<file path="src/rtl/pmw_pkg.sv">
package pmw_pkg;

    // register offsets on the host bus (byte addresses)
    localparam logic [7:0] PMW_OFS_MODE_STATUS = 8'h32;
    localparam logic [7:0] PMW_OFS_PIN_ENABLE = 8'h34;
    localparam logic [7:0] PMW_OFS_SLEEP_DELAY = 8'h36;

    // power_mode_and_wake_status fields
    localparam int PMW_MODE_LSB = 0;
    localparam int PMW_FLAG_LSB = 2;
    localparam int PMW_FLAG_W = 4;

    // flag and enable index: 0 energy, 1 link-up, 2 magic, 3 wake frame
    localparam int PMW_EV_ENERGY = 0;
    localparam int PMW_EV_LINK = 1;
    localparam int PMW_EV_MAGIC = 2;
    localparam int PMW_EV_WAKE = 3;
    localparam int PMW_POLARITY_BIT = 4;
    localparam int PMW_ENABLE_W = 5;

    typedef enum logic [1:0] {
        PMW_MODE_NORMAL = 2'h0,
        PMW_MODE_ENERGY = 2'h1,
        PMW_MODE_SOFT_DOWN = 2'h2,
        PMW_MODE_RESERVED = 2'h3
    } pmw_mode_t;

    // values after reset
    localparam logic [1:0] PMW_MODE_RST = 2'h0;
    localparam logic [3:0] PMW_FLAGS_RST = 4'h0;
    localparam logic [4:0] PMW_ENABLE_RST = 5'h00;
    localparam logic [7:0] PMW_DELAY_RST = 8'h8E;
    localparam logic PMW_PIN_RST = 1'b1;

    // go-sleep unit time
    localparam int PMW_SLEEP_UNIT_MS = 20;
    localparam int PMW_CLK_HZ = 10000000;
    localparam int PMW_SLEEP_UNIT_CYCLES =
        PMW_SLEEP_UNIT_MS * (PMW_CLK_HZ / 1000);
    localparam int PMW_PRESCALE_W = 18;

    typedef struct packed {
        logic [1:0] mode;
        logic [3:0] flags;
        logic [4:0] enables;
        logic [7:0] delay;
        logic pin;
        logic softDown;
        logic [15:0] rdData;
        logic rdValid;
    } pmw_state_t;

    localparam pmw_state_t PMW_STATE_RST = '{
        mode: PMW_MODE_RST,
        flags: PMW_FLAGS_RST,
        enables: PMW_ENABLE_RST,
        delay: PMW_DELAY_RST,
        pin: PMW_PIN_RST,
        softDown: 1'b0,
        rdData: 16'h0000,
        rdValid: 1'b0
    };

    typedef struct packed {
        logic [17:0] prescale;
        logic [7:0] units;
        logic lowPower;
    } pmw_timer_t;

    localparam pmw_timer_t PMW_TIMER_RST = '{
        prescale: 18'h00000,
        units: 8'h00,
        lowPower: 1'b0
    };

endpackage

</file>
<file path="src/rtl/pmw_sleep_if.sv">
`timescale 1ns/10ps

interface pmw_sleep_if;
    logic armed;
    logic [7:0] delay;
    logic lowPower;

    modport ctrl (
        output armed,
        output delay,
        input lowPower
    );

    modport timer (
        input armed,
        input delay,
        output lowPower
    );
endinterface

</file>
<file path="src/rtl/pmw_power_wake.sv">
`timescale 1ns/10ps

// What this block does
// - wake-frame flag sets, held until W1C
// - magic-packet flag sets, cleared only W1C
// - link-up flag sets, cleared by W1C
// - energy flag sets, cleared by W1C
// - mode field selects normal/energy/soft-down
// - polarity bit picks pin level, default low
// - wake-frame enable gates pin assertion
// - magic-packet enable gates pin assertion
// - link-up enable gates pin assertion
// - energy enable gates pin assertion
// - sleep only after go-sleep units without energy
module pmw_power_wake #(
    parameter int SLEEP_UNIT_CYCLES = pmw_pkg::PMW_SLEEP_UNIT_CYCLES
) (
    input wire logic clk,
    input wire logic resetn,
    input wire logic [7:0] regAddr,
    input wire logic [15:0] regWrData,
    input wire logic [1:0] regByteEn,
    input wire logic regWrite,
    input wire logic regRead,
    output logic [15:0] regRdData,
    output logic regRdValid,
    input wire logic wakeFrameDet,
    input wire logic [1:0] magicPacketDet,
    input wire logic [1:0] linkUpDet,
    input wire logic [1:0] energyDet,
    output logic powerEventPin,
    output logic lowPowerState,
    output logic softPowerDown
);

    pmw_pkg::pmw_state_t s_reg;
    pmw_pkg::pmw_state_t s_next;
    logic [3:0] events;
    logic energyAny;
    logic wrLow;
    logic [3:0] clearMask;

    pmw_sleep_if sleepIf ();

    function automatic logic regHit(
        input logic [7:0] addr,
        input logic [7:0] ofs
    );
        regHit = (addr == ofs);
    endfunction

    function automatic logic pinLevel(
        input logic [3:0] flags,
        input logic [4:0] enables
    );
        logic active;
        active = |(flags & enables[3:0]);
        pinLevel = active ? enables[pmw_pkg::PMW_POLARITY_BIT]
                          : !enables[pmw_pkg::PMW_POLARITY_BIT];
    endfunction

    assign energyAny = |energyDet;
    assign events[pmw_pkg::PMW_EV_WAKE] = wakeFrameDet;
    assign events[pmw_pkg::PMW_EV_MAGIC] = |magicPacketDet;
    assign events[pmw_pkg::PMW_EV_LINK] = |linkUpDet;
    assign events[pmw_pkg::PMW_EV_ENERGY] = energyAny;
    assign wrLow = regWrite && regByteEn[0];

    always_comb begin
        s_next = s_reg;
        s_next.rdValid = 1'b0;
        clearMask = 4'h0;
        if (wrLow && regHit(regAddr, pmw_pkg::PMW_OFS_MODE_STATUS)) begin
            clearMask = regWrData[pmw_pkg::PMW_FLAG_LSB +: 4];
            // reserved mode code is refused, mode keeps its value
            if (regWrData[1:0] != pmw_pkg::PMW_MODE_RESERVED) begin
                s_next.mode = regWrData[pmw_pkg::PMW_MODE_LSB +: 2];
            end
        end
        if (wrLow && regHit(regAddr, pmw_pkg::PMW_OFS_PIN_ENABLE)) begin
            s_next.enables = regWrData[pmw_pkg::PMW_ENABLE_W-1:0];
        end
        if (wrLow && regHit(regAddr, pmw_pkg::PMW_OFS_SLEEP_DELAY)) begin
            s_next.delay = regWrData[7:0];
        end
        // a new event wins over a clear in the same cycle
        s_next.flags = (s_reg.flags & ~clearMask)
            | events;
        // pin follows enabled flags, polarity applied last
        s_next.pin = pinLevel(s_reg.flags,
                              s_reg.enables);
        s_next.softDown = (s_reg.mode == pmw_pkg::PMW_MODE_SOFT_DOWN);
        if (regRead) begin
            s_next.rdValid = 1'b1;
            s_next.rdData = 16'h0000;
            if (regHit(regAddr, pmw_pkg::PMW_OFS_MODE_STATUS)) begin
                s_next.rdData[pmw_pkg::PMW_MODE_LSB +: 2] = s_reg.mode;
                s_next.rdData[pmw_pkg::PMW_FLAG_LSB +: 4] = s_reg.flags;
            end else if (regHit(regAddr, pmw_pkg::PMW_OFS_PIN_ENABLE)) begin
                s_next.rdData[pmw_pkg::PMW_ENABLE_W-1:0] = s_reg.enables;
            end else if (regHit(regAddr, pmw_pkg::PMW_OFS_SLEEP_DELAY)) begin
                s_next.rdData[7:0] = s_reg.delay;
            end
        end
    end

    always_ff @(posedge clk) begin
        if (!resetn) begin
            s_reg <= pmw_pkg::PMW_STATE_RST;
        end else begin
            s_reg <= s_next;
        end
    end

    // absence timer runs only in energy-detect mode with no line energy
    assign sleepIf.armed = (s_reg.mode == pmw_pkg::PMW_MODE_ENERGY)
                           && !energyAny;
    assign sleepIf.delay = s_reg.delay;

    pmw_sleep_timer #(
        .UNIT_CYCLES(SLEEP_UNIT_CYCLES)
    ) u_sleep_timer (
        .clk(clk),
        .resetn(resetn),
        .sleepIf(sleepIf)
    );

    assign regRdData = s_reg.rdData;
    assign regRdValid = s_reg.rdValid;
    assign powerEventPin = s_reg.pin;
    assign lowPowerState = sleepIf.lowPower;
    assign softPowerDown = s_reg.softDown;

    logic flagClearWr;
    assign flagClearWr = wrLow
                         && regHit(regAddr, pmw_pkg::PMW_OFS_MODE_STATUS);
    logic enableWr;
    assign enableWr = wrLow && regHit(regAddr, pmw_pkg::PMW_OFS_PIN_ENABLE);
    logic delayWr;
    assign delayWr = wrLow && regHit(regAddr, pmw_pkg::PMW_OFS_SLEEP_DELAY);
    logic statusRd;
    assign statusRd = regRead && regHit(regAddr, pmw_pkg::PMW_OFS_MODE_STATUS);
endmodule // pmw_power_wake

</file>
<file path="src/rtl/pmw_sleep_timer.sv">
`timescale 1ns/10ps

module pmw_sleep_timer #(
    parameter int UNIT_CYCLES = pmw_pkg::PMW_SLEEP_UNIT_CYCLES
) (
    input wire logic clk,
    input wire logic resetn,
    pmw_sleep_if.timer sleepIf
);

    pmw_pkg::pmw_timer_t st_reg;
    pmw_pkg::pmw_timer_t st_next;

    localparam logic [17:0] UNIT_LAST = 18'(UNIT_CYCLES - 1);

    // counts whole units of continuous absence of energy
    always_comb begin
        st_next = st_reg;
        if (!sleepIf.armed) begin
            st_next = pmw_pkg::PMW_TIMER_RST;
        end else if (st_reg.units >= sleepIf.delay) begin
            st_next.prescale = 18'h00000;
        end else if (st_reg.prescale == UNIT_LAST) begin
            st_next.prescale = 18'h00000;
            st_next.units = st_reg.units + 8'h01;
        end else begin
            st_next.prescale = st_reg.prescale + 18'h00001;
        end
        if (sleepIf.armed) begin
            st_next.lowPower = (st_reg.units >= sleepIf.delay);
        end
    end

    always_ff @(posedge clk) begin
        if (!resetn) begin
            st_reg <= pmw_pkg::PMW_TIMER_RST;
        end else begin
            st_reg <= st_next;
        end
    end

    assign sleepIf.lowPower = st_reg.lowPower;
endmodule // pmw_sleep_timer

</file>
<file path="config.mk">
export PLATFORM = sky130hd
export DESIGN_NAME = pmw_power_wake
export DESIGN_NICKNAME = d
export VERILOG_FILES = /design/src/rtl/pmw_pkg.sv /design/src/rtl/pmw_sleep_if.sv /design/src/rtl/pmw_power_wake.sv /design/src/rtl/pmw_sleep_timer.sv
export SDC_FILE = /design/constraint.sdc
export NUM_CORES = 1
export LEC_CHECK = 0
export BUFFER_PORTS_ARGS = -buffer_cell sky130_fd_sc_hd__buf_2
export CORE_ASPECT_RATIO = 1.2
export CORE_MARGIN = 4
export CORE_UTILIZATION = 55
export CTS_CLUSTER_SIZE = 10
export DETAILED_ROUTE_END_ITERATION = 6
export PLACE_DENSITY = 0.89
export RECOVER_POWER = 100
export SLEW_MARGIN = 20
export SYNTH_ARGS = -nofsm -noshare
export SYNTH_HDL_FRONTEND = slang
export SYNTH_SLANG_ARGS = --single-unit
</file>
<file path="constraint.sdc">
create_clock -name clk -period 3.8 [get_ports clk]
set_input_delay 0.19 -clock clk [delete_from_list [all_inputs] [get_ports clk]]
set_output_delay 0.19 -clock clk [all_outputs]
set_load 0.005 [all_outputs]
</file>
==> results of run 1 <==
## report_power, final
part | switching [mW] | internal (mW) | total, mW
Clock | 0.227 | 0.333 | 0.560
Combinational | 0.0250 | 0.0196 | 0.0446
Sequential | 0.00270 | 0.601 | 0.604
## per-layer routing
layer	up-vias	part of all wire (%)	track usage, %
met2	55	51	34.6
met4	0	1.6	9.72
li1	1182	-	-
met5	-	0	0
met1	1109	42	21.8
met3	8	5.0	4.99
## through the flow
| stage | setup WS, ns | cells |
|---|---|---|
| 3_3_place_gp | 1.35 | 404 |
| 6_report | 1.29 | 419 |
| 2_1_floorplan | 1.45 | 331 |
| 3_5_place_dp | 1.31 | 404 |
| 5_1_grt | 1.15 | 419 |
| 4_1_cts | 1.28 | 419 |
## path summary, 6_finish.rpt
path	from	end	slack [ns]	depth (start not counted)
setup reg to reg	sleepIf.delay[6]$_SDFFE_PN0P_	u_sleep_timer.st_reg[6]$_SDFFE_PN0P_	1.29	7
hold reg to reg	regRdData[5]$_SDFFE_PN0P_	regRdData[5]$_SDFFE_PN0P_	0.48	2
setup / recovery	sleepIf.delay[6]$_SDFFE_PN0P_	u_sleep_timer.st_reg[6]$_SDFFE_PN0P_	1.29	7
hold / removal	regWrData[5]	s_reg[35]$_SDFF_PN0_	0.06	2
## logic make-up after synthesis
kind of cell    synth area share, %
fa+ha+maj                      4.44
flops                          40.5
compound gates                 15.3
mux                            2.58
other cells                   0.133
xor+xnor                       5.59
buf+inv                        8.30
simple gates                   23.1
## critical path: cells and delay by family, from the launching register on
family | cells | cell delay (ns)
buffers and inverters | 1 | 0.06
adder cells (fa/ha/maj) | 1 | 0.29
AO/OA/AOI/OAI | 3 | 1.03
AND/OR/NAND/NOR | 2 | 0.71
flip-flops | 1 | 0.36
## placed cells by master (no fill, tap or decap), types with 8 or more instances in the layout
master / count
dfxtp_1: 57
o21ai_0: 8
nand4_1: 9
conb_1: 8
nand3_1: 14
clkbuf_8: 11
a21oi_1: 12
nor2_1: 34
nand2_1: 21
a21boi_0: 13
inv_1: 18
buf_2: 34
ha_1: 10
xnor2_1: 11
## area by class of cell
class / instances / area (um2)
Timing Repair Buffer: 39 / 189
Inverter: 18 / 67.6
Fill cell: 398 / 1800
Multi-Input combinational cell: 230 / 1470
Sequential cell: 57 / 1140
Tap cell: 60 / 75.1
Clock inverter: 3 / 40.0
Clock buffer: 12 / 155
==> out/summary.json, run 1 <==
{
  "run_status": "complete, no violations",
  "worst_hold_path_type": "primary input to register",
  "slew_violations": 0,
  "transition_time_of_the_tightest_slew_check_pin_ns": 1.11,
  "cts-htree-levels": 3,
  "drt_drc_violations_left": 0,
  "power_per_unit_of_standard_cell_area_nw_per_um2": 385,
  "initial_utilization_pct": 57.0,
  "synth_enable_flop_cells": 0,
  "antenna_cells_inserted": 0,
  "pin_count_of_the_biggest_net_entering_global_routing": 32,
  "timing.critical_path.cells": "inv_1 -> ha_1 -> and3_1 -> a221o_1 -> a2111o_1 -> or4_1 -> a21oi_1",
  "core_region_area_um2": 4940,
  "finish.utilization_pct": 63.5,
  "place_hpwl_mm": 4.32,
  "number_of_global_route_vias_before_repair": 2261,
  "crit_path_max_incr_delay_ns": 0.53,
  "first_iter_violations": 160,
  "rows": 28,
  "cp_data_required_time_ns": 4.07,
  "synthesis.instances": 324,
  "cts.repair.resized": 0,
  "ys.warnings.count": 0,
  "synth_cell_type_count": 47,
  "drive_gt1_share_pct": 15.6,
  "clock_buffer_count_from_cts": 9,
  "crit_arrival_ns": 2.78,
  "cts_buffer_depth": 2,
  "final.setup.tns_ns": 0,
  "synth.ff_latch_count": 57,
  "finalWorstPathRequiredPeriod_ns": 2.51,
  "antenna_violations_before_repair": 0,
  "vias_per_cell": 5.62,
  "ys_dominant_reg_cell": "dfxtp_1",
  "clk-insertion-delay-late_ns": 0.33,
  "synth-seq-area-share_pct": 40.5,
  "synth_area_per_cell_um2": 8.70,
  "clock_sinks": 57,
  "critical_path.max_fanout": 10,
  "detail_route.first_pass.iterations": 4,
  "power.leakage_nw": 1.22,
  "worst_setup_path_start_kind": "register",
  "layout_worst_path_cycle_share_pct": 66.1,
  "maxCapViolCount": 0,
  "grt_usage_pct": 19.7,
  "die_area_um2": 6340,
  "largest_reg_flops": 26,
  "final_nets": 402,
  "timing.setup.critical_path_class": "register to register",
  "cts-root-buf": "clkbuf_8",
  "hold_ws_ns": 0.0627,
  "synth_most_common_cell": "dfxtp_1",
  "setup.worst_path.end_class": "register",
  "post_synth_most_frequent_cells": "57 x dfxtp_1, 34 x nor2_1, 21 x nand2_1",
  "slew_headroom_pct": 26.1,
  "finalWeightedCongestion": 0.892,
  "post-cts-setup-buffers": 0,
  "setup_violations": 0,
  "global_route.overflow_total": 0,
  "tritoncts": "done",
  "final_area_um2": 3140,
  "place_area_um2": 2950,
  "syn-cell-area_um2": 2820,
  "via_count": 2354,
  "synth_top_area_cell": "dfxtp_1",
  "power.ir.vdd_worst_mv": 0.356,
  "synthToLayoutAreaGrowth_pct": 11.3,
  "yosys-top-cells-area": "dfxtp_1 40%, nor2_1 4.5%, ha_1 4.4%",
  "die_width_um": 73.3,
  "critPathSlowestCell": "a2111o_1",
  "io_count": 57,
  "die_y_um": 86.4,
  "yosys.area.top_type_share_pct": 40.5,
  "clk_pin_slew_worst_paths_ns": 0.07,
  "max_freq_mhz": 398,
  "post_synthesis_async_set_or_reset_flop_share_pct": 0,
  "wirelength_mm": 5.87,
  "post_drt_wl_per_cell_um": 14.0,
  "skew_ns": 0.0100,
  "global_route_wire_length_before_repair_mm": 9.76,
  "power.total_mw": 1.21,
  "io_buffer_count": 39,
  "rsz_0062_raised_after_global_routing": "false",
  "hold_viol_final": 0,
  "holdBufCountCts": 0,
  "drtAntennaViolNets": 0
}
No activity file was read; power rests on OpenSTA's default activity.
==> inputs of run 2 (changes only) <==
==> constraint.sdc (replaced) <==
create_clock -name clk -period 2.35 [get_ports clk]
set_input_delay 0.1175 -clock clk [delete_from_list [all_inputs] [get_ports clk]]
set_output_delay 0.1175 -clock clk [all_outputs]
set_load 0.005 [all_outputs]
==> run 2 against run 1 <==
Net effect:
- worst hold slack worse by 0.010 ns
- clock skew fell by 0.0024 ns
- register-to-register slack got worse by 1.3 ns
- final area increased by 5.7%
==> out/summary.json, run 2 (same netlist as run 1, synthesis figures left out) <==
{
  "first_iter_violations": 205,
  "rsz_0062_raised_after_global_routing": "true",
  "io_buffer_count": 39,
  "io_count": 57,
  "clk-insertion-delay-late_ns": 0.34,
  "core_region_area_um2": 4940,
  "mostFrequentLayoutCell": "dfxtp_1",
  "startpoint_of_the_lowest_slack_hold_path": "regWrData[6]",
  "min_delay_worst_endpoint": "sleepIf.delay[6]$_SDFFE_PN0P_",
  "clock_buffer_count_from_cts": 9,
  "synthToLayoutAreaGrowth_pct": 17.6,
  "finalWorstPathRequiredPeriod_ns": 2.33,
  "post_drt_wl_per_cell_um": 14.5,
  "via_count": 2493,
  "drt_drc_violations_left": 0,
  "layout_worst_path_cycle_share_pct": 99.1,
  "antenna_cells_inserted": 0,
  "pin_count_of_the_biggest_net_entering_global_routing": 32,
  "setup_violations": 0,
  "timing.setup.critical_path_class": "register to register",
  "cts-root-buf": "clkbuf_8",
  "largest_reg_flops": 26,
  "setup.worst_path.end_class": "register",
  "number_of_cells_on_the_worst_reg_to_reg_path": 6,
  "clock_sinks": 57,
  "timing.rr.start": "u_sleep_timer.st_reg[7]$_SDFFE_PN0P_",
  "transition_time_of_the_tightest_slew_check_pin_ns": 0.587,
  "power.total_mw": 1.81,
  "die_width_um": 73.3,
  "maxCapViolCount": 0,
  "finish.utilization_pct": 67.1,
  "critical_path.max_fanout": 8,
  "tritoncts": "done",
  "clk_pin_slew_worst_paths_ns": 0.06,
  "fillerInstances": 372,
  "max_freq_mhz": 429,
  "crit_arrival_ns": 2.60,
  "global_route.overflow_total": 0,
  "slew_violations": 0,
  "mostFrequentLayoutCells": "50 x dfxtp_1, 39 x buf_2, 34 x nor2_1",
  "final_nets": 418,
  "run_status": "complete, no violations",
  "power.leakage_nw": 1.30,
  "cp_data_required_time_ns": 2.62,
  "place_hpwl_mm": 4.41,
  "worst_hold_path_type": "primary input to register",
  "detail_route.first_pass.iterations": 4,
  "global_route_wire_length_before_repair_mm": 10.2,
  "hold_viol_final": 0,
  "initial_utilization_pct": 57.0,
  "grt_usage_pct": 20.8,
  "rrSetupSlack_ns": 0.02,
  "drtAntennaViolNets": 0,
  "cts_buffer_depth": 2,
  "finalWeightedCongestion": 0.901,
  "worst_hold_path.num_cells": 3,
  "drive_gt1_share_pct": 22.8,
  "slew_headroom_pct": 60.5,
  "rows": 28,
  "skew_ns": 0.00765,
  "cts-htree-levels": 3,
  "critical_path.reg2reg.endpoint": "u_sleep_timer.st_reg[6]$_SDFFE_PN0P_",
  "number_of_global_route_vias_before_repair": 2447,
  "wirelength_mm": 6.28,
  "power_per_unit_of_standard_cell_area_nw_per_um2": 545,
  "vias_per_cell": 5.76,
  "antenna_violations_before_repair": 0,
  "die_y_um": 86.4,
  "die_area_um2": 6340,
  "worst_setup_path_start_kind": "register",
  "power.ir.vdd_worst_mv": 0.404
}
[run 2: cell count changes in the layout (fill, tap and decap cells not counted), moves of 5 or more]
cell / delta
buf_2: +5
buf_4: +8
dlygate4sd3_1: +7
dfxtp_2: +6
dfxtp_1: -7
and2_0: -6
and2_1: +6
[run 2: report_power, final]
part	switching [mW]	total [mW]	internal (mW)
combinational	0.0426	0.0829	0.0403
clock	0.355	0.747	0.392
sequential	0.00514	0.977	0.971
total	0.402	1.81	1.40
[run 2: area by class of cell]
type                            instances  area (um2)  area share, %
Clock buffer                           12         145           4.38
Clock inverter                          1        5.00          0.151
Inverter                               18        67.6           2.04
Multi-Input combinational cell        230        1530           46.2
Sequential cell                        57        1150           34.8
Tap cell                               60        75.1           2.27
Timing Repair Buffer                   55         337           10.2
[run 2: per-layer routing]
metal / vias up / wire, um / global-route usage [%]
li1: 1211 / - / -
met1: 1171 / 2480 / 21.5
met2: 91 / 3200 / 36.2
met3: 20 / 396 / 7.42
met4: 0 / 208 / 11.4
met5: - / 0 / 0
[run 2: worst max-delay path by stage]
stage                                    startpoint                              endpoint  slack (ns)  depth (start not counted)
4_1_cts               sleepIf.delay[6]$_SDFFE_PN0P_  u_sleep_timer.st_reg[2]$_SDFFE_PN0P_        0.03                          8
3_3_place_gp          sleepIf.delay[6]$_SDFFE_PN0P_  u_sleep_timer.st_reg[6]$_SDFFE_PN0P_        0.02                          7
6_report       u_sleep_timer.st_reg[7]$_SDFFE_PN0P_  u_sleep_timer.st_reg[6]$_SDFFE_PN0P_        0.02                          6
3_5_place_dp          sleepIf.delay[6]$_SDFFE_PN0P_  u_sleep_timer.st_reg[2]$_SDFFE_PN0P_       -0.04                          8
2_1_floorplan         sleepIf.delay[6]$_SDFFE_PN0P_  u_sleep_timer.st_reg[6]$_SDFFE_PN0P_       0.005                          8
5_1_grt        u_sleep_timer.st_reg[6]$_SDFFE_PN0P_  u_sleep_timer.st_reg[6]$_SDFFE_PN0P_       -0.04                          6
[run 2: through the flow]
step                TNS, ns  cell area [um2]  cells  hold WS [ns]  setup slack (ns)
detailed placement  -0.0668             3010    412         0.333           -0.0365
floorplan                 0             2840    331         0.218           0.00485
global route        -0.0429             3310    433        0.0342           -0.0429
finish                    0             3310    433        0.0526            0.0216
CTS                       0             3230    432        0.0270            0.0343
global placement          0             3010    412         0.336            0.0173
[run 2: timing repair]
action,in CTS,in global routing
endpoints found under the setup margin,3,6
endpoints found under the hold margin,5,0
buffers inserted,0,1
pin swaps,1,10
gates resized for setup,0,21
hold buffers,7,0
[run 2: worst max-delay path, cell delays in order, from the launching register on]
cell and delay (ns):
dfxtp_4 0.36, ha_4 0.24, a21o_1 0.15, a221o_1 0.33, a2111o_1 0.50, or4_1 0.57
a21oi_2 0.12
